==> src/design/sdram_pin_pkg.sv <==
// Package with widths, command codes, mode bit positions and timing constants
package sdram_pin_pkg;

  // ==========================================================
  // Geometry
  localparam int BANK_W = 3;
  localparam int ADDR_W = 16;
  localparam int DQ_W = 8;
  localparam int COL_BITS = 10;
  localparam int NUM_BANKS = 8;
  localparam int BYTE_BITS = 8;
  localparam int PAGE_BYTES = (2 ** COL_BITS) * DQ_W / BYTE_BITS;

  // ==========================================================
  // Address bit roles
  localparam int AP_BIT = 10;
  localparam int BC_BIT = 12;
  localparam int MR1_TDQS_BIT = 11;
  localparam int MR1_ODT_LSB0 = 2;
  localparam int MR1_ODT_LSB1 = 6;
  localparam int MR1_ODT_LSB2 = 9;
  localparam int MR2_ASR_BIT = 6;
  localparam int MR2_SRT_BIT = 7;

  // ==========================================================
  // Reset values
  localparam logic [ADDR_W-1:0] MR_RESET = 16'h0000;
  localparam logic [NUM_BANKS-1:0] BANKS_IDLE = 8'h00;

  // ==========================================================
  // Timing
  localparam int CLK_PERIOD_NS = 50;
  localparam int REFI_EXT_NS = 3900;
  localparam int REFI_EXT_CYC = (REFI_EXT_NS / CLK_PERIOD_NS > 0) ?
                                REFI_EXT_NS / CLK_PERIOD_NS : 1;
  localparam int BURST_FULL = 4;
  localparam int BURST_CHOP = 2;

  // ==========================================================
  // Commands: {cs_n, ras_n, cas_n, we_n}
  typedef enum logic [3:0] {
    CMD_MRS = 4'h0,
    CMD_REF = 4'h1,
    CMD_PRE = 4'h2,
    CMD_ACT = 4'h3,
    CMD_WR = 4'h4,
    CMD_RD = 4'h5,
    CMD_ZQ = 4'h6,
    CMD_NOP = 4'h7,
    CMD_DES = 4'h8
  } cmd_t;

  // Power states
  typedef enum logic [3:0] {
    PW_ACTIVE = 4'h1,
    PW_PRE_PD = 4'h2,
    PW_ACT_PD = 4'h4,
    PW_SELF_REF = 4'h8
  } pwr_t;

endpackage

==> src/design/sdram_cmd_decode.sv <==
// Command decoder for the chip-select and strobe inputs
module sdram_cmd_decode
  import sdram_pin_pkg::*;
(
  // Command pins
  input wire logic cs_n,
  input wire logic ras_n,
  input wire logic cas_n,
  input wire logic we_n,
  // Decoded command
  output sdram_pin_pkg::cmd_t cmd
);

  always_comb begin
    if (cs_n) begin
      cmd = CMD_DES;
    end else begin
      case ({ras_n, cas_n, we_n})
        3'h0: cmd = CMD_MRS;
        3'h1: cmd = CMD_REF;
        3'h2: cmd = CMD_PRE;
        3'h3: cmd = CMD_ACT;
        3'h4: cmd = CMD_WR;
        3'h5: cmd = CMD_RD;
        3'h6: cmd = CMD_ZQ;
        default: cmd = CMD_NOP;
      endcase
    end
  end

endmodule

==> src/design/sdram_skid_buf.sv <==
// Two-entry buffer with valid and ready on both sides
module sdram_skid_buf
  import sdram_pin_pkg::*;
(
  // Clock and reset
  input wire logic core_clk,
  input wire logic reset_n,
  // Fill side
  input wire logic [DQ_W-1:0] in_data,
  input wire logic in_valid,
  output logic in_ready,
  // Drain side
  output logic [DQ_W-1:0] out_data,
  output logic out_valid,
  input wire logic out_ready
);

  logic [DQ_W-1:0] mem_q [2];
  logic [DQ_W-1:0] mem_d [2];
  logic [1:0] cnt_q, cnt_d;
  logic rd_q, rd_d;
  logic wr_q, wr_d;

  always_comb begin
    logic push;
    logic pop;
    push = 1'b0;
    pop = 1'b0;
    mem_d = mem_q;
    cnt_d = cnt_q;
    rd_d = rd_q;
    wr_d = wr_q;
    pop = out_ready && (cnt_q != 2'h0);
    // A full buffer still takes a word in the cycle it hands one on
    push = in_valid && ((cnt_q != 2'h2) || pop);
    if (push) begin
      mem_d[wr_q] = in_data;
      wr_d = ~wr_q;
    end
    if (pop) begin
      rd_d = ~rd_q;
    end
    cnt_d = cnt_q + {1'b0, push} - {1'b0, pop};
  end

  always_ff @(posedge core_clk or negedge reset_n) begin
    if (!reset_n) begin
      mem_q[0] <= '0;
      mem_q[1] <= '0;
      cnt_q <= 2'h0;
      rd_q <= 1'b0;
      wr_q <= 1'b0;
    end else begin
      mem_q <= mem_d;
      cnt_q <= cnt_d;
      rd_q <= rd_d;
      wr_q <= wr_d;
    end
  end

  assign in_ready = (cnt_q != 2'h2) || out_ready;
  assign out_valid = (cnt_q != 2'h0);
  assign out_data = mem_q[rd_q];

endmodule

==> src/design/sdram_pin_iface.sv <==
// Command and pin interface of an eight-bank synchronous DRAM
// ==========================================================
module sdram_pin_iface
  import sdram_pin_pkg::*;
(
  // Clock and reset
  input wire logic core_clk,
  input wire logic reset_n,
  // Command and address
  input wire logic cke,
  input wire logic cs_n,
  input wire logic ras_n,
  input wire logic cas_n,
  input wire logic we_n,
  input wire logic [BANK_W-1:0] bank_addr,
  input wire logic [ADDR_W-1:0] addr,
  input wire logic odt,
  // Write data path
  input wire logic [DQ_W-1:0] wr_data,
  input wire logic wr_mask,
  input wire logic wr_valid,
  // Read data path
  input wire logic [DQ_W-1:0] rd_data,
  input wire logic rd_valid,
  output logic rd_ready,
  // Data pins
  output logic [DQ_W-1:0] dq_out,
  output logic dq_oe,
  output logic dqs_out,
  output logic dqs_n_out,
  output logic dqs_oe,
  // Array side write port
  output logic [DQ_W-1:0] arr_wr_data,
  output logic arr_wr_en,
  input wire logic arr_ready,
  // Status
  output logic [NUM_BANKS-1:0] bank_open,
  output logic [3:0] pwr_state,
  output logic term_on,
  output logic tdqs_on,
  output logic [BANK_W-1:0] cur_bank,
  output logic [ADDR_W-1:0] cur_row,
  output logic [COL_BITS-1:0] cur_col,
  output logic auto_pre,
  output logic burst_chop,
  output logic [ADDR_W-1:0] mr1_val,
  output logic [ADDR_W-1:0] mr2_val,
  output logic ext_self_ref_ok,
  output logic [15:0] page_bytes
);

  cmd_t cmd;
  pwr_t pw_q, pw_d;
  logic [NUM_BANKS-1:0] open_q, open_d;
  logic [ADDR_W-1:0] mr_q [4];
  logic [ADDR_W-1:0] mr_d [4];
  logic [BANK_W-1:0] bank_q, bank_d;
  logic [ADDR_W-1:0] row_q, row_d;
  logic [COL_BITS-1:0] col_q, col_d;
  logic ap_q, ap_d;
  logic bc_q, bc_d;
  logic [2:0] beat_q, beat_d;
  logic wr_act_q, wr_act_d;
  logic rd_act_q, rd_act_d;
  logic term_q, term_d;
  logic [DQ_W-1:0] dq_q, dq_d;
  logic dq_oe_q, dq_oe_d;
  logic dqs_q, dqs_d;
  logic wr_push;
  logic dqs_n_q, dqs_n_d;
  logic tdqs_q, tdqs_d;
  logic esr_q, esr_d;
  logic [15:0] page_q;
  logic [DQ_W-1:0] buf_data;
  logic buf_valid;
  logic [DQ_W-1:0] arr_q;
  logic arr_en_q;
  logic cmd_live;

  // ==========================================================
  // Command decode
  sdram_cmd_decode u_dec (
    .cs_n(cs_n),
    .ras_n(ras_n),
    .cas_n(cas_n),
    .we_n(we_n),
    .cmd(cmd)
  );

  function automatic logic odt_enabled(input logic [ADDR_W-1:0] mr1);
    odt_enabled = mr1[MR1_ODT_LSB0] | mr1[MR1_ODT_LSB1] | mr1[MR1_ODT_LSB2];
  endfunction

  function automatic logic [2:0] burst_len(input logic chop);
    burst_len = chop ? 3'(BURST_CHOP) : 3'(BURST_FULL);
  endfunction

  // Commands only count with clock enable high in the active state, except a refresh with it low that enters self-refresh
  assign cmd_live = cke && (pw_q == PW_ACTIVE);

  // ==========================================================
  // Power state and bank tracking
  always_comb begin
    pw_d = pw_q;
    open_d = open_q;
    mr_d = mr_q;
    bank_d = bank_q;
    row_d = row_q;
    col_d = col_q;
    ap_d = ap_q;
    bc_d = bc_q;
    case (pw_q)
      PW_ACTIVE: begin
        if (!cke) begin
          if (open_q != BANKS_IDLE) begin
            pw_d = PW_ACT_PD;
          end else if (!cs_n && cmd == CMD_REF) begin
            pw_d = PW_SELF_REF;
          end else begin
            pw_d = PW_PRE_PD;
          end
        end
      end
      PW_PRE_PD, PW_ACT_PD: begin
        if (cke) begin
          pw_d = PW_ACTIVE;
        end
      end
      PW_SELF_REF: begin
        if (cke) begin
          pw_d = PW_ACTIVE;
        end
      end
      default: pw_d = PW_ACTIVE;
    endcase
    // Auto-precharge closes the bank at the last beat; an activate in the same cycle wins
    if ((wr_act_q || rd_act_q) && beat_q == 3'h1 && ap_q) begin
      open_d[bank_q] = 1'b0;
    end
    if (cmd_live) begin
      case (cmd)
        CMD_ACT: begin
          open_d[bank_addr] = 1'b1;
          bank_d = bank_addr;
          row_d = addr;
        end
        CMD_PRE: begin
          if (addr[AP_BIT]) begin
            open_d = BANKS_IDLE;
          end else begin
            open_d[bank_addr] = 1'b0;
          end
        end
        CMD_RD, CMD_WR: begin
          if (beat_q == 3'h0) begin
            bank_d = bank_addr;
            col_d = addr[COL_BITS-1:0];
            ap_d = addr[AP_BIT];
            bc_d = !addr[BC_BIT];
          end
        end
        CMD_MRS: begin
          if (bank_addr[2] == 1'b0) begin
            mr_d[bank_addr[1:0]] = addr;
          end
        end
        default: begin
        end
      endcase
    end
  end

  always_ff @(posedge core_clk or negedge reset_n) begin
    if (!reset_n) begin
      pw_q <= PW_ACTIVE;
      open_q <= BANKS_IDLE;
      for (int i = 0; i < 4; i++) begin
        mr_q[i] <= MR_RESET;
      end
      bank_q <= '0;
      row_q <= '0;
      col_q <= '0;
      ap_q <= 1'b0;
      bc_q <= 1'b0;
    end else begin
      pw_q <= pw_d;
      open_q <= open_d;
      mr_q <= mr_d;
      bank_q <= bank_d;
      row_q <= row_d;
      col_q <= col_d;
      ap_q <= ap_d;
      bc_q <= bc_d;
    end
  end

  // ==========================================================
  // Burst, termination and data pins
  always_comb begin
    beat_d = beat_q;
    wr_act_d = wr_act_q;
    rd_act_d = rd_act_q;
    dq_d = dq_q;
    dq_oe_d = 1'b0;
    dqs_d = 1'b0;
    term_d = 1'b0;
    if (beat_q != 3'h0) begin
      beat_d = beat_q - 3'h1;
      if (beat_q == 3'h1) begin
        wr_act_d = 1'b0;
        rd_act_d = 1'b0;
      end
    end else if (cmd_live && (cmd == CMD_RD || cmd == CMD_WR)) begin
      beat_d = burst_len(!addr[BC_BIT]);
      rd_act_d = (cmd == CMD_RD);
      wr_act_d = (cmd == CMD_WR);
    end
    if (rd_act_q && rd_valid) begin
      dq_d = rd_data;
      dq_oe_d = 1'b1;
      dqs_d = ~dqs_q;
    end
    // Termination input stays live in power-down, not in self-refresh
    if (pw_q != PW_SELF_REF && odt && odt_enabled(mr_q[1]) && !rd_act_q) begin
      term_d = 1'b1;
    end
    dqs_n_d = ~dqs_d;
    tdqs_d = term_d && mr_d[1][MR1_TDQS_BIT];
    esr_d = !mr_d[2][MR2_ASR_BIT] && mr_d[2][MR2_SRT_BIT];
  end

  always_ff @(posedge core_clk or negedge reset_n) begin
    if (!reset_n) begin
      beat_q <= 3'h0;
      wr_act_q <= 1'b0;
      rd_act_q <= 1'b0;
      dq_q <= '0;
      dq_oe_q <= 1'b0;
      dqs_q <= 1'b0;
      term_q <= 1'b0;
      dqs_n_q <= 1'b1;
      tdqs_q <= 1'b0;
      esr_q <= 1'b0;
      page_q <= 16'(PAGE_BYTES);
    end else begin
      beat_q <= beat_d;
      wr_act_q <= wr_act_d;
      rd_act_q <= rd_act_d;
      dq_q <= dq_d;
      dq_oe_q <= dq_oe_d;
      dqs_q <= dqs_d;
      term_q <= term_d;
      dqs_n_q <= dqs_n_d;
      tdqs_q <= tdqs_d;
      esr_q <= esr_d;
      page_q <= 16'(PAGE_BYTES);
    end
  end

  // ==========================================================
  // Write path through the two-entry buffer
  assign wr_push = wr_act_q && wr_valid &&
                   (mr_q[1][MR1_TDQS_BIT] || !wr_mask);

  sdram_skid_buf u_buf (
    .core_clk(core_clk),
    .reset_n(reset_n),
    .in_data(wr_data),
    .in_valid(wr_push),
    .in_ready(),
    .out_data(buf_data),
    .out_valid(buf_valid),
    .out_ready(arr_ready)
  );

  always_ff @(posedge core_clk or negedge reset_n) begin
    if (!reset_n) begin
      arr_q <= '0;
      arr_en_q <= 1'b0;
    end else begin
      arr_q <= buf_data;
      arr_en_q <= buf_valid && arr_ready;
    end
  end

  // ==========================================================
  // Outputs
  assign rd_ready = rd_act_q;
  assign dq_out = dq_q;
  assign dq_oe = dq_oe_q;
  assign dqs_out = dqs_q;
  assign dqs_n_out = dqs_n_q;
  assign dqs_oe = dq_oe_q;
  assign arr_wr_data = arr_q;
  assign arr_wr_en = arr_en_q;
  assign bank_open = open_q;
  assign pwr_state = pw_q;
  assign term_on = term_q;
  assign tdqs_on = tdqs_q;
  assign cur_bank = bank_q;
  assign cur_row = row_q;
  assign cur_col = col_q;
  assign auto_pre = ap_q;
  assign burst_chop = bc_q;
  assign mr1_val = mr_q[1];
  assign mr2_val = mr_q[2];
  assign ext_self_ref_ok = esr_q;
  assign page_bytes = page_q;

endmodule

==> config.mk <==
export PLATFORM = sky130hd
export DESIGN_NAME = sdram_pin_iface
export DESIGN_NICKNAME = d
export VERILOG_FILES = /design/src/design/sdram_pin_pkg.sv /design/src/design/sdram_cmd_decode.sv /design/src/design/sdram_skid_buf.sv /design/src/design/sdram_pin_iface.sv
export SDC_FILE = /design/constraint.sdc
export NUM_CORES = 1
export LEC_CHECK = 0
export BUFFER_PORTS_ARGS = -buffer_cell sky130_fd_sc_hd__clkbuf_2
export CAP_MARGIN = 30
export CORE_ASPECT_RATIO = 1.2
export CORE_MARGIN = 1.5
export CORE_UTILIZATION = 37
export CTS_BUF_LIST = sky130_fd_sc_hd__clkbuf_4
export DETAILED_ROUTE_END_ITERATION = 16
export PLACE_DENSITY = 0.67
export SYNTH_ARGS = -nofsm -noshare
export SYNTH_HDL_FRONTEND = slang
export SYNTH_SLANG_ARGS = --single-unit
==> constraint.sdc <==
create_clock -name core_clk -period 1.9 [get_ports core_clk]
set_input_delay 0.095 -clock core_clk [delete_from_list [all_inputs] [get_ports core_clk]]
set_output_delay 0.095 -clock core_clk [all_outputs]
set_load 0.02 [all_outputs]
# Word level (Yosys, flattened, before mapping)
# Cells that the tools add are included.
# classes
n_eq_ne,22
mux,40
add_sub_neg,3
n_bitwise,15
n_reduce_logical,44
magnitude_cmp,9
# op_table
operator,n
$mux W44,3
$bwmux W64,1
$mux W8,7
$demux W16 S2,1
$pmux W3 S7,1
$mux W4,5
$logic_and A1 B1 Y1,19
$and A8 B8 Y8,2
$bwmux W16,1
$mux W16,1
$not A8 Y8,2
$pmux W8 S2,1
$eq A4 B2 Y1 const B,3
$eq A4 B3 Y1 const B,3
$mux W3,4
$mux W1,10
$eq A3 B3 Y1 const B,3
$reduce_and A3 Y1,3
$demux W8 S1,1
$eq A4 B1 Y1 const B,2
$lt A3 B4 Y1 const B,2
$ne A2 B2 Y1 const B,4
$or A8 B8 Y8,1
$pmux W4 S2,1
other kinds (29),52
# totals
output_inout_bits,116
reg_bits,155
inputBits,47

# Logic depth before layout (Yosys ltp)
# Gate-level depths: netlist of the first run.
# logic_depth
word_depth,11
ltp_mapped,8
ltp_nobuf,6

# Hierarchy
# A second synthesis of the first run with hierarchy kept.
# hier_totals
cells_unflattened,387
area_unflattened_um2,5341.4
# by_module_without_submodules
module,cells_each,n_inst,area_per_inst_um2
sdram_pin_iface,323,1,4346.7
sdram_skid_buf,60,1,968.4
sdram_cmd_decode,4,1,26.3

# Worst setup path after synthesis of the first run
# OpenSTA, ideal clock, no wires.
# synth_path
path_kind,reg-to-reg
start,register pw_q[0] (netlist: pwr_state[0])
end,register row_q[11] (netlist: cur_row[11])
t_arrival_ns,2.096
path_slack_ns,-0.321
stages_incl_launch_ff,5
required_time_ns,1.775
path_cell_list,dfstp_2 -> or4b_4 -> nor3_2 -> buf_4 -> mux2_2
# synth_between
elab_chain_len,3
# synth_rtl
element,line_no,text
start: declaration,sdram_pin_iface.sv:53,"pwr_t pw_q, pw_d;"
start signal: assignment,sdram_pin_iface.sv:186,pw_q <= pw_d;
$eq A4 B1 Y1,sdram_pin_iface.sv:99,assign cmd_live = cke && (pw_q == PW_ACTIVE);
$logic_and A1 B1 Y1,sdram_pin_iface.sv:99,
$reduce_and A2 Y1 (no source line),n/a,
end signal: assignment,sdram_pin_iface.sv:190,row_q <= row_d;
end: declaration,sdram_pin_iface.sv:58,"logic [ADDR_W-1:0] row_q, row_d;"
# No other way between the ends.
# A chain may end at the register's enable or synchronous reset.

# Worst setup path in the final report of the first run
# layout_path
start,register pw_q[0] (netlist: pwr_state[0])
end,register open_q[4] (netlist: bank_open[4])
# layout_between
elab_chain_len,3
# layout_rtl
element,line_no,text
$eq A4 B1 Y1,sdram_pin_iface.sv:99,
$logic_and A1 B1 Y1,sdram_pin_iface.sv:99,
$mux W8,sdram_pin_iface.sv:140,if (cmd_live) begin
via open_d[4],sdram_pin_iface.sv:54,"logic [NUM_BANKS-1:0] open_q, open_d;"
end signal: assignment,sdram_pin_iface.sv:187,open_q <= open_d;
end: declaration,sdram_pin_iface.sv:54,
# The timed path passes the listed nets, and every way through them passes these cells.

==> metrics.cfg, run 1 <==
[run_status]
outcome = finished with violations
violations = setup timing

[global_route]
grt_pass1_wl_um = 21240
grt_usage_pct = 18.28
grt_max_degree = 49
grt_pass1_vias = 4119
grt.overflow.total = 0
antenna_found_initial = 0

[power_and_ir_drop]
p_seq_share_pct = 44.3
p_total_w = 0.008795
p_per_area_mw_per_mm2 = 1211
internal_power_w = 0.005517
combPwrFrac_pct = 37.6
ir_drop_uv = 624.5
p_leak_nw = 3.805
power_switching_w = 0.003278
clkPwrFrac_pct = 18.1
p_sw_share_pct = 37.27

[die]
die_y_um = 133.3
coreArea_mm2 = 0.01382
row_count = 47
io_pins = 163
die_w_um = 111.6
die-area_mm2 = 0.01487
initial_core_util_pct = 37.87

[yosys]
yosysMostFrequentCell = dfrtp_1
synth.top_cells.by_count = dfrtp_1, mux2_2, buf_4
yosys-top-cells-area = dfrtp_1, mux2_2, buf_4
synth_edf_count = 0
ys_warn_count = 0
synth.avg_cell_area_um2 = 13.74
synthFlopType = dfrtp_1
synthDistinctLibCells = 50
synth_top_area_share_pct = 57.85
synth_top_area_cell = dfrtp_1
syn_inst = 381
ys_ff_latch = 123
synth_seq_area_share_pct = 58.86
syn_area_mm2 = 0.005234
async_flop_share_pct = 100.0

[sta]
setup-violations-final = 27
worst_pin_slew_ns = 0.7640
setup_ws_ns = -0.1397
maxSlewViolCount = 0
finalHoldViolCount = 0
slew_headroom_pct = 48.37
rsz0062_at_grt = true
skew_ns = 0.01640
setup_tns_ns = -2.104
fin_crit_sh_pct = 107.4
clock.fmax_ghz = 0.4903
min_period_ns = 2.040

[setup_path]
slowest_delay_ns = 0.57
crit_arrival_ns = 2.44
crit_required_ns = 2.30
slowest_stage = or4_4
critPathCaptureType = flip-flop
path_class = flip-flop to flip-flop
crit_chain = or4b_4 > or4_4 > o311ai_4 > o31ai_1
start_kind = flip-flop
cp_max_fo = 6

[place]
io_buffers = 146
dpl-instance-area_mm2 = 0.006299
gp_congestion = 0.8204
dp_hpwl_um = 9281
dpl.cell_count = 706

[clock_tree]
worstSkewPairLatency_ns = 0.53
cts.clk_slew.worst_paths_ns = 0.11
cts-root-buf = clkbuf_4
cts_buffer_depth = 2
cts_tree = built
cts_inserted_buffers = 17
cts.sinks = 123
htreeDepth = 4

[cells_and_area]
layout.cells.non_filler = 791
antenna_cells = 0
seq_area_mm2 = 0.003080
finalNetCount = 659
multi_input_area_mm2 = 0.002112
drive_gt1_share_pct = 53.23
area_delta_synth_final_pct = 38.80
design_area_mm2 = 0.007264
fill_cells = 1209

[drt]
ant_nets = 0
drt-total-wl_um = 13340
drtPass1Iterations = 4
drtIter0Drc = 191
wl_per_cell_um = 16.86
drc = 0
via_per_inst = 4.899
num_vias = 3875

[run]
drv_cap = 0

[worst_hold_path]
min_path_type = input pin to flip-flop

## metal layers
metal	GRT usage (%)	part of all wire [%]	vias to the layer above
met4	7.454	1.7	0
met3	5.732	6.8	21
met2	30.23	50	160
met5	0	0	-
li1	-	-	1783
met1	22.26	41	1911
## placed cells by master (no fill, tap or decap), types with 5 or more instances in the layout
| cell type | synthesis | routed |
|---|---|---|
| buf_6 | 1 | 7 |
| o21ai_0 | 7 | 7 |
| clkbuf_4 | 0 | 17 |
| clkinv_2 | 0 | 8 |
| mux2_4 | 0 | 18 |
| mux2i_1 | 5 | 5 |
| conb_1 | 2 | 16 |
| or2_2 | 5 | 5 |
| ha_1 | 5 | 5 |
| mux2_2 | 97 | 79 |
| buf_4 | 19 | 19 |
| a21oi_1 | 8 | 8 |
| nand2_1 | 11 | 10 |
| nor2_1 | 9 | 8 |
| dlygate4sd3_1 | 0 | 46 |
| dfrtp_1 | 121 | 121 |
| clkbuf_2 | 0 | 145 |
| inv_1 | 11 | 11 |
## stage by stage
step	worst slack (ns)	hold slack, ns	utilization (%)
2_1_floorplan	-0.2787	-0.2006	-
3_3_place_gp	-0.1990	0.05517	45.58
3_5_place_dp	-0.2803	0.06120	45.58
4_1_cts	-0.1636	0.02430	51.23
5_1_grt	-0.1914	0.08986	52.57
6_report	-0.1397	0.05858	52.57
## area by class of cell
class                      count  area share [%]
clock buffer                  17           1.757
inverter                      11          0.5684
sequential                   123           42.40
multi-input combinational    228           29.07
timing repair buffer         226           21.75
clock inverter                15           1.498
tap                          171           2.945
## power groups by stage
stage	Sequential, W	Combinational [W]	Clock (W)
after floorplan	0.00454	0.00129	0
after global placement	0.00389	0.00298	0
after detailed placement	0.00392	0.00308	0
after CTS	0.00389	0.00321	0.00166
after global routing	0.00399	0.00355	0.00178
final	0.00390	0.00331	0.00159
## state kept, by name, indices dropped and copies added (netlist names), 4 cells and up
signal       flops
mr2_val         16
arr_wr_data      8
cur_col         10
pwr_state        4
u_buf.mem_q     16
bank_open        8
cur_row         16
mr1_val         16
dq_out           8
## kinds of logic after synthesis
| kind of cell | share of synthesized area (%) |
|---|---|
| XOR/XNOR | 0.8369 |
| other | 0.1435 |
| AO/OA/AOI/OAI | 4.900 |
| buffers and inverters | 4.710 |
| flip-flops | 58.86 |
| AND/OR/NAND/NOR | 7.530 |
| multiplexers | 21.83 |
| adder cells (fa/ha/maj) | 1.195 |
## critical path, delay by kind of cell (launching register included)
kind            cells  cell delay (ns)
simple gates        2             1.04
flops               1             0.55
compound gates      2             0.34
## worst paths after layout
| check | from | to | slack [ns] | cells past startpoint |
|---|---|---|---|---|
| worst max-delay path | pwr_state[0] | bank_open[4] | -0.14 | 4 |
| min in group asynchronous | reset_n | mr2_val[2] | 0.54 | 3 |
| worst min register to register | u_buf.wr_q | u_buf.wr_q | 0.50 | 1 |
| worst min-delay path | rd_valid | dq_oe | 0.06 | 3 |
| max in group asynchronous | reset_n | mr2_val[14] | 0.44 | 4 |
| worst max register to register | pwr_state[0] | bank_open[4] | -0.14 | 4 |
## repair_timing
action,CTS,global route
pin swaps,1,2
buffers inserted,1,4
hold buffers,47,0
endpoints found under the setup margin,53,83
cloned,0,2
resized for setup,13,25
hold endpoints to repair,228,0
Note: power is estimated with default switching activity, not from simulation.
==> run 2, diff against run 1 <==
--- a/config.mk
+++ b/config.mk
@@ -12,7 +12,7 @@
 export CORE_UTILIZATION = 37
 export CTS_BUF_LIST = sky130_fd_sc_hd__clkbuf_4
 export DETAILED_ROUTE_END_ITERATION = 16
-export PLACE_DENSITY = 0.67
+export PLACE_DENSITY = 0.7
 export SYNTH_ARGS = -nofsm -noshare
 export SYNTH_HDL_FRONTEND = slang
 export SYNTH_SLANG_ARGS = --single-unit
==> run 2 against run 1 <==
Against the previous run:
- the run still ends with setup timing left
- count of clock-buffer cells in the layout did not move
- cell count rose by 0.25%
- highest routed layer unchanged
- largest cell class unchanged
- register-to-register slack improved by 0.02 ns
- combinational power barely moved
==> metrics.cfg, run 2 (synthesized netlist as in run 1, its figures left out) <==
[power_and_ir_drop]
combPwrFrac_pct = 35.6  ; -2.0 points
p_sw_share_pct = 36.15  ; -1.1 points
clkPwrFrac_pct = 22.7  ; +4.6 points
p_total_w = 0.009373  ; +6.6%
p_per_area_mw_per_mm2 = 1270  ; +4.9%
internal_power_w = 0.005984  ; +8.5%
ir_drop_uv = 693.7  ; +11%
power_switching_w = 0.003388  ; +3.4%
p_leak_nw = 3.833  ; +0.73%
p_seq_share_pct = 41.7  ; -2.6 points

[clock_tree]
worstSkewPairLatency_ns = 0.50  ; -0.03 ns
cts_tree = built
cts.clk_slew.worst_paths_ns = 0.12  ; about the same
htreeDepth = 4  ; unchanged
cts_inserted_buffers = 17  ; unchanged
cts_buffer_depth = 2  ; unchanged
cts-root-buf = clkbuf_4
cts.sinks = 123  ; unchanged

[cells_and_area]
design_area_mm2 = 0.007380  ; +1.6%
area_delta_synth_final_pct = 41.00
layout_commonest_cell = clkbuf_2
seq_area_mm2 = 0.003080  ; unchanged
layout.cells.non_filler = 793  ; +0.25%
finalNetCount = 661  ; +0.30%
drive_gt1_share_pct = 54.18  ; +0.95 points
antenna_cells = 0  ; unchanged
fill_cells = 1196  ; -1.1%
multi_input_area_mm2 = 0.002132  ; +0.95%
finish.utilization_pct = 53.40  ; +0.83 points
final_cell_mix = clkbuf_2, dfrtp_1, mux2_2

[sta]
min_period_ns = 2.021  ; -0.01830 ns
fin_crit_sh_pct = 106.4  ; -0.96 points
maxSlewViolCount = 0  ; unchanged
rsz0062_at_grt = true
hold_ws_ns = 0.05381  ; -0.004775 ns
setup_ws_ns = -0.1214  ; +0.01830 ns
finalHoldViolCount = 0  ; unchanged
clock.fmax_ghz = 0.4947  ; +0.91%
slew_headroom_pct = 45.63  ; -2.7 points
setup-violations-final = 34  ; +26%
skew_ns = 0.01827  ; +0.001870 ns
worst_pin_slew_ns = 0.8039  ; +0.03990 ns

[place]
gp_congestion = 0.7763  ; -5.4%
io_buffers = 146  ; unchanged
dpl-instance-area_mm2 = 0.006319  ; +0.32%
dp_hpwl_um = 9347  ; +0.72%
dpl.cell_count = 707  ; +0.14%

[drt]
drc = 0  ; unchanged
drtIter0Drc = 153  ; -20%
via_per_inst = 4.837  ; -1.3%
num_vias = 3836  ; -1.0%
wl_per_cell_um = 16.70  ; -0.98%
drtPass1Iterations = 4  ; unchanged
drt-total-wl_um = 13240  ; -0.73%
ant_nets = 0  ; unchanged

[die]
die-area_mm2 = 0.01487  ; unchanged
io_pins = 163  ; unchanged
die_y_um = 133.3  ; unchanged
initial_core_util_pct = 37.87  ; unchanged
die_w_um = 111.6  ; unchanged
row_count = 47  ; unchanged
coreArea_mm2 = 0.01382  ; unchanged

[run]
drv_cap = 0  ; unchanged

[global_route]
grt.overflow.total = 0  ; unchanged
grt_usage_pct = 18.21  ; -0.073 points
grt_max_degree = 52  ; +6.1%
grt_pass1_wl_um = 21250  ; about the same
antenna_found_initial = 0  ; unchanged
grt_pass1_vias = 4025  ; -2.3%

[setup_path]
reg2reg_slack_ns = -0.12  ; +0.02 ns
path_class = flip-flop to flip-flop
crit_required_ns = 2.34  ; +0.04 ns
start_kind = flip-flop
reg2regPathDepth = 4  ; unchanged
r2r-end = bank_open[6]
cp_max_fo = 6  ; unchanged
critPathCaptureType = flip-flop
crit_arrival_ns = 2.46  ; +0.02 ns
r2r_start = pwr_state[0]

[worst_hold_path]
hold_end = u_buf.wr_q
hp-start = wr_mask
hold_depth = 4  ; +1
min_path_type = input pin to flip-flop

[run_status]
violations = setup timing
outcome = finished with violations

-- run 2: cell count changes in the layout (fill, tap and decap cells not counted), moves of 3 or more --
cell       change
clkinv_2       -7
inv_6          +5
buf_4          +4
bufinv_16      +3
buf_6          +3
-- run 2: power groups by stage --
stage / Combinational (W) / Clock, W / Sequential [W]
CTS: 0.00314 / 0.00220 / 0.00390
global placement: 0.00297 / 0 / 0.00391
finish: 0.00334 / 0.00213 / 0.00391
global route: 0.00358 / 0.00233 / 0.00401
floorplan: 0.00129 / 0 / 0.00454
detailed placement: 0.00305 / 0 / 0.00394
-- run 2: critical path, stage by stage, from the launching register on --
cell	delay, ns
dfstp_2	0.54
or4b_4	0.46
or4_4	0.55
o31a_1	0.30
a21oi_2	0.11
-- run 2: worst max path at each step --
stage / startpoint / endpoint / slack [ns]
detailed placement: pwr_state[0] / bank_open[6] / -0.20
global route: pwr_state[0] / bank_open[6] / -0.18
CTS: pwr_state[0] / bank_open[6] / -0.12
finish: pwr_state[0] / bank_open[6] / -0.12
floorplan: pwr_state[0] / bank_open[4] / -0.28
global placement: pwr_state[0] / bank_open[4] / -0.18
-- run 2: cell type report --
| cell class | instances | area share, % |
|---|---|---|
| sequential | 123 | 41.74 |
| clock inverter | 15 | 2.848 |
| tap | 171 | 2.899 |
| inverter | 11 | 0.5595 |
| multi-input combinational | 228 | 28.89 |
| clock buffer | 17 | 1.729 |
| timing repair buffer | 228 | 21.33 |
-- run 2: through the flow --
| step | setup WS (ns) | TNS, ns |
|---|---|---|
| after floorplan | -0.2787 | -10.11 |
| after global placement | -0.1828 | -1.945 |
| after detailed placement | -0.1995 | -2.504 |
| after CTS | -0.1229 | -2.351 |
| after global routing | -0.1759 | -5.570 |
| final | -0.1214 | -1.837 |
-- run 2: metal layers --
layer  vias to the layer above  track usage, %  share of wire [%]
li1                       1779               -                  -
met1                      1919           22.62                 42
met2                       128           30.44                 51
met3                        10           5.914                5.9
met4                         0           5.415                1.0
met5                         -               0                  0
-- run 2: repair_timing --
action | in CTS | in global routing
setup endpoints to repair | 40 | 69
cloned | 0 | 1
hold buffers | 45 | 0
endpoints found under the hold margin | 220 | 0
pin swaps | 0 | 1
setup buffers | 0 | 7
gates resized for setup | 4 | 31
==> run 3, diff against run 2 <==
--- a/config.mk
+++ b/config.mk
@@ -7,12 +7,14 @@
 export LEC_CHECK = 0
 export BUFFER_PORTS_ARGS = -buffer_cell sky130_fd_sc_hd__clkbuf_2
 export CAP_MARGIN = 30
+export CELL_PAD_IN_SITES_DETAIL_PLACEMENT = 0
+export CELL_PAD_IN_SITES_GLOBAL_PLACEMENT = 1
 export CORE_ASPECT_RATIO = 1.2
 export CORE_MARGIN = 1.5
 export CORE_UTILIZATION = 37
 export CTS_BUF_LIST = sky130_fd_sc_hd__clkbuf_4
 export DETAILED_ROUTE_END_ITERATION = 16
-export PLACE_DENSITY = 0.7
+export PLACE_DENSITY = 0.84
 export SYNTH_ARGS = -nofsm -noshare
 export SYNTH_HDL_FRONTEND = slang
 export SYNTH_SLANG_ARGS = --single-unit
==> run 3 against run 2 <==
Against the previous run:
- combinational power is 4% lower
- sequential share of layout area is 1.1 points higher
- utilization is 1.4 points lower
- via count is 0.70% higher
- clock power is 5% lower
- critical path type unchanged
- cell count is 1.3% lower
- the flow still finishes with violations (setup timing)
- global-route usage is 0.14 points higher
- routed wire length is 1.9% lower
- clock skew is 0.0031 ns higher
- worst hold slack better by 0.020 ns
- highest routed layer unchanged
- setup slack worse by 0.011 ns
- die area stayed put
==> metrics.cfg, run 3 (synthesized netlist as in run 1, its figures left out) <==
[setup_path]
cp_max_fo = 6  ; unchanged
start_kind = flip-flop
crit_required_ns = 2.30  ; -0.04 ns
critPathCaptureType = flip-flop
path_class = flip-flop to flip-flop
crit_arrival_ns = 2.43  ; -0.03 ns

[power_and_ir_drop]
p_leak_nw = 3.746  ; -2.3%
power_switching_w = 0.003215  ; -5.1%
p_per_area_mw_per_mm2 = 1266  ; -0.31%
p_sw_share_pct = 35.33  ; -0.82 points
internal_power_w = 0.005883  ; -1.7%
p_seq_share_pct = 42.7  ; +1.0 points
ir_drop_uv = 658.0  ; -5.1%
clkPwrFrac_pct = 22.3  ; -0.4 points
combPwrFrac_pct = 35.0  ; -0.6 points

[sta]
min_period_ns = 2.033  ; +0.01139 ns
clock.fmax_ghz = 0.4919  ; -0.56%
hold_ws_ns = 0.07425  ; +0.02044 ns
worst_pin_slew_ns = 0.6794  ; -0.1246 ns
slew_headroom_pct = 54.29  ; +8.7 points
maxSlewViolCount = 0  ; unchanged
finalHoldViolCount = 0  ; unchanged
fin_crit_sh_pct = 107.0  ; +0.60 points
skew_ns = 0.02137  ; +0.003096 ns
rsz0062_at_grt = true
setup_ws_ns = -0.1328  ; -0.01139 ns
setup-violations-final = 27  ; -21%

[clock_tree]
cts_buffer_depth = 2  ; unchanged
cts_tree = built
cts.clk_slew.worst_paths_ns = 0.10  ; -0.02 ns
worstSkewPairLatency_ns = 0.53  ; +0.03 ns
cts_inserted_buffers = 17  ; unchanged
cts.sinks = 123  ; unchanged
cts-root-buf = clkbuf_4
htreeDepth = 4  ; unchanged

[die]
coreArea_mm2 = 0.01382  ; unchanged
die_y_um = 133.3  ; unchanged
die_w_um = 111.6  ; unchanged
row_count = 47  ; unchanged
initial_core_util_pct = 37.87  ; unchanged
io_pins = 163  ; unchanged
die-area_mm2 = 0.01487  ; unchanged

[global_route]
antenna_found_initial = 0  ; unchanged
grt.overflow.total = 0  ; unchanged
grt_pass1_wl_um = 21310  ; +0.26%
grt_pass1_vias = 4063  ; +0.94%
grt_usage_pct = 18.35  ; +0.14 points
grt_max_degree = 47  ; -9.6%

[cells_and_area]
final_cell_mix = clkbuf_2, dfrtp_1, mux2_2
area_delta_synth_final_pct = 37.29
layout_commonest_cell = clkbuf_2
antenna_cells = 0  ; unchanged
finalNetCount = 653  ; -1.2%
fill_cells = 1184  ; -1.0%
drive_gt1_share_pct = 53.10  ; -1.1 points

[drt]
ant_nets = 0  ; unchanged
drtIter0Drc = 191  ; +25%
drt-total-wl_um = 13000  ; -1.9%
wl_per_cell_um = 16.60  ; -0.60%
num_vias = 3863  ; +0.70%
drc = 0  ; unchanged
drtPass1Iterations = 4  ; unchanged
via_per_inst = 4.934  ; +2.0%

[run]
drv_cap = 0  ; unchanged

[run_status]
outcome = finished with violations
violations = setup timing

[place]
dp_hpwl_um = 9174  ; -1.9%
io_buffers = 146  ; unchanged
gp_congestion = 0.7959  ; +2.5%
place_ws_ns = -0.2109  ; -0.01142 ns

[worst_hold_path]
min_path_type = input pin to flip-flop

==> run 3: per-layer routing <==
layer	vias to the layer above	GRT usage, %	routed length (µm)
li1	1782	-	-
met1	1931	21.97	5394
met2	134	31.22	6602
met3	16	6.005	832
met4	0	6.188	167
met5	-	0	0
==> run 3: power by group through the flow <==
| stage | registers (W) | logic, W | clock network, W |
|---|---|---|---|
| detailed placement | 0.00392 | 0.00306 | 0 |
| global route | 0.00399 | 0.00344 | 0.00221 |
| finish | 0.00388 | 0.00319 | 0.00203 |
| CTS | 0.00388 | 0.00317 | 0.00211 |
| floorplan | 0.00454 | 0.00129 | 0 |
| global placement | 0.00389 | 0.00297 | 0 |
==> run 3: stage by stage <==
stage               util, %  TNS [ns]  cells  area (µm²)  power [W]
finish                52.00    -2.661    783        7186   0.009098
global route          52.00    -4.225    783        7186   0.009638
CTS                   51.41    -2.681    780        7104   0.009167
detailed placement    45.67    -2.812    706        6311   0.006983
global placement      45.67    -1.960    706        6311   0.006858
floorplan                 -    -10.11    395        5333   0.005824
==> run 3: repair_timing <==
item	in CTS	in global routing
cloned	0	1
hold endpoints to repair	207	0
endpoints found under the setup margin	29	44
pin swaps	3	1
hold buffers	44	0
resized for setup	8	11
setup buffers	0	2
==> run 3: final cells by class <==
type                       count  area, µm²  area share (%)
sequential                   123       3080           42.87
multi-input combinational    228       2062           28.70
timing repair buffer         220       1473           20.49
tap                          171      214.0           2.978
clock inverter                11      172.7           2.403
clock buffer                  19      142.6           1.985
inverter                      11      41.29          0.5746
==> run 3: worst max-delay path, cell delays in order (launching register included) <==
cell	delay (ns)
dfstp_2	0.54
or4b_4	0.46
or4_4	0.56
o311ai_2	0.23
o21ai_1	0.11
==> run 3: worst paths after layout <==
check                                       end  slack (ns)  depth (start not counted)          from
worst max register to register     bank_open[5]       -0.13                          4  pwr_state[0]
worst max-delay path               bank_open[5]       -0.13                          4  pwr_state[0]
worst min register to register        dqs_n_out        0.49                          1       dqs_out
max in group asynchronous             dqs_n_out        1.02                          3       reset_n
min in group asynchronous       u_buf.mem_q[10]        0.11                          2       reset_n
worst min-delay path               bank_open[7]        0.07                          3         ras_n
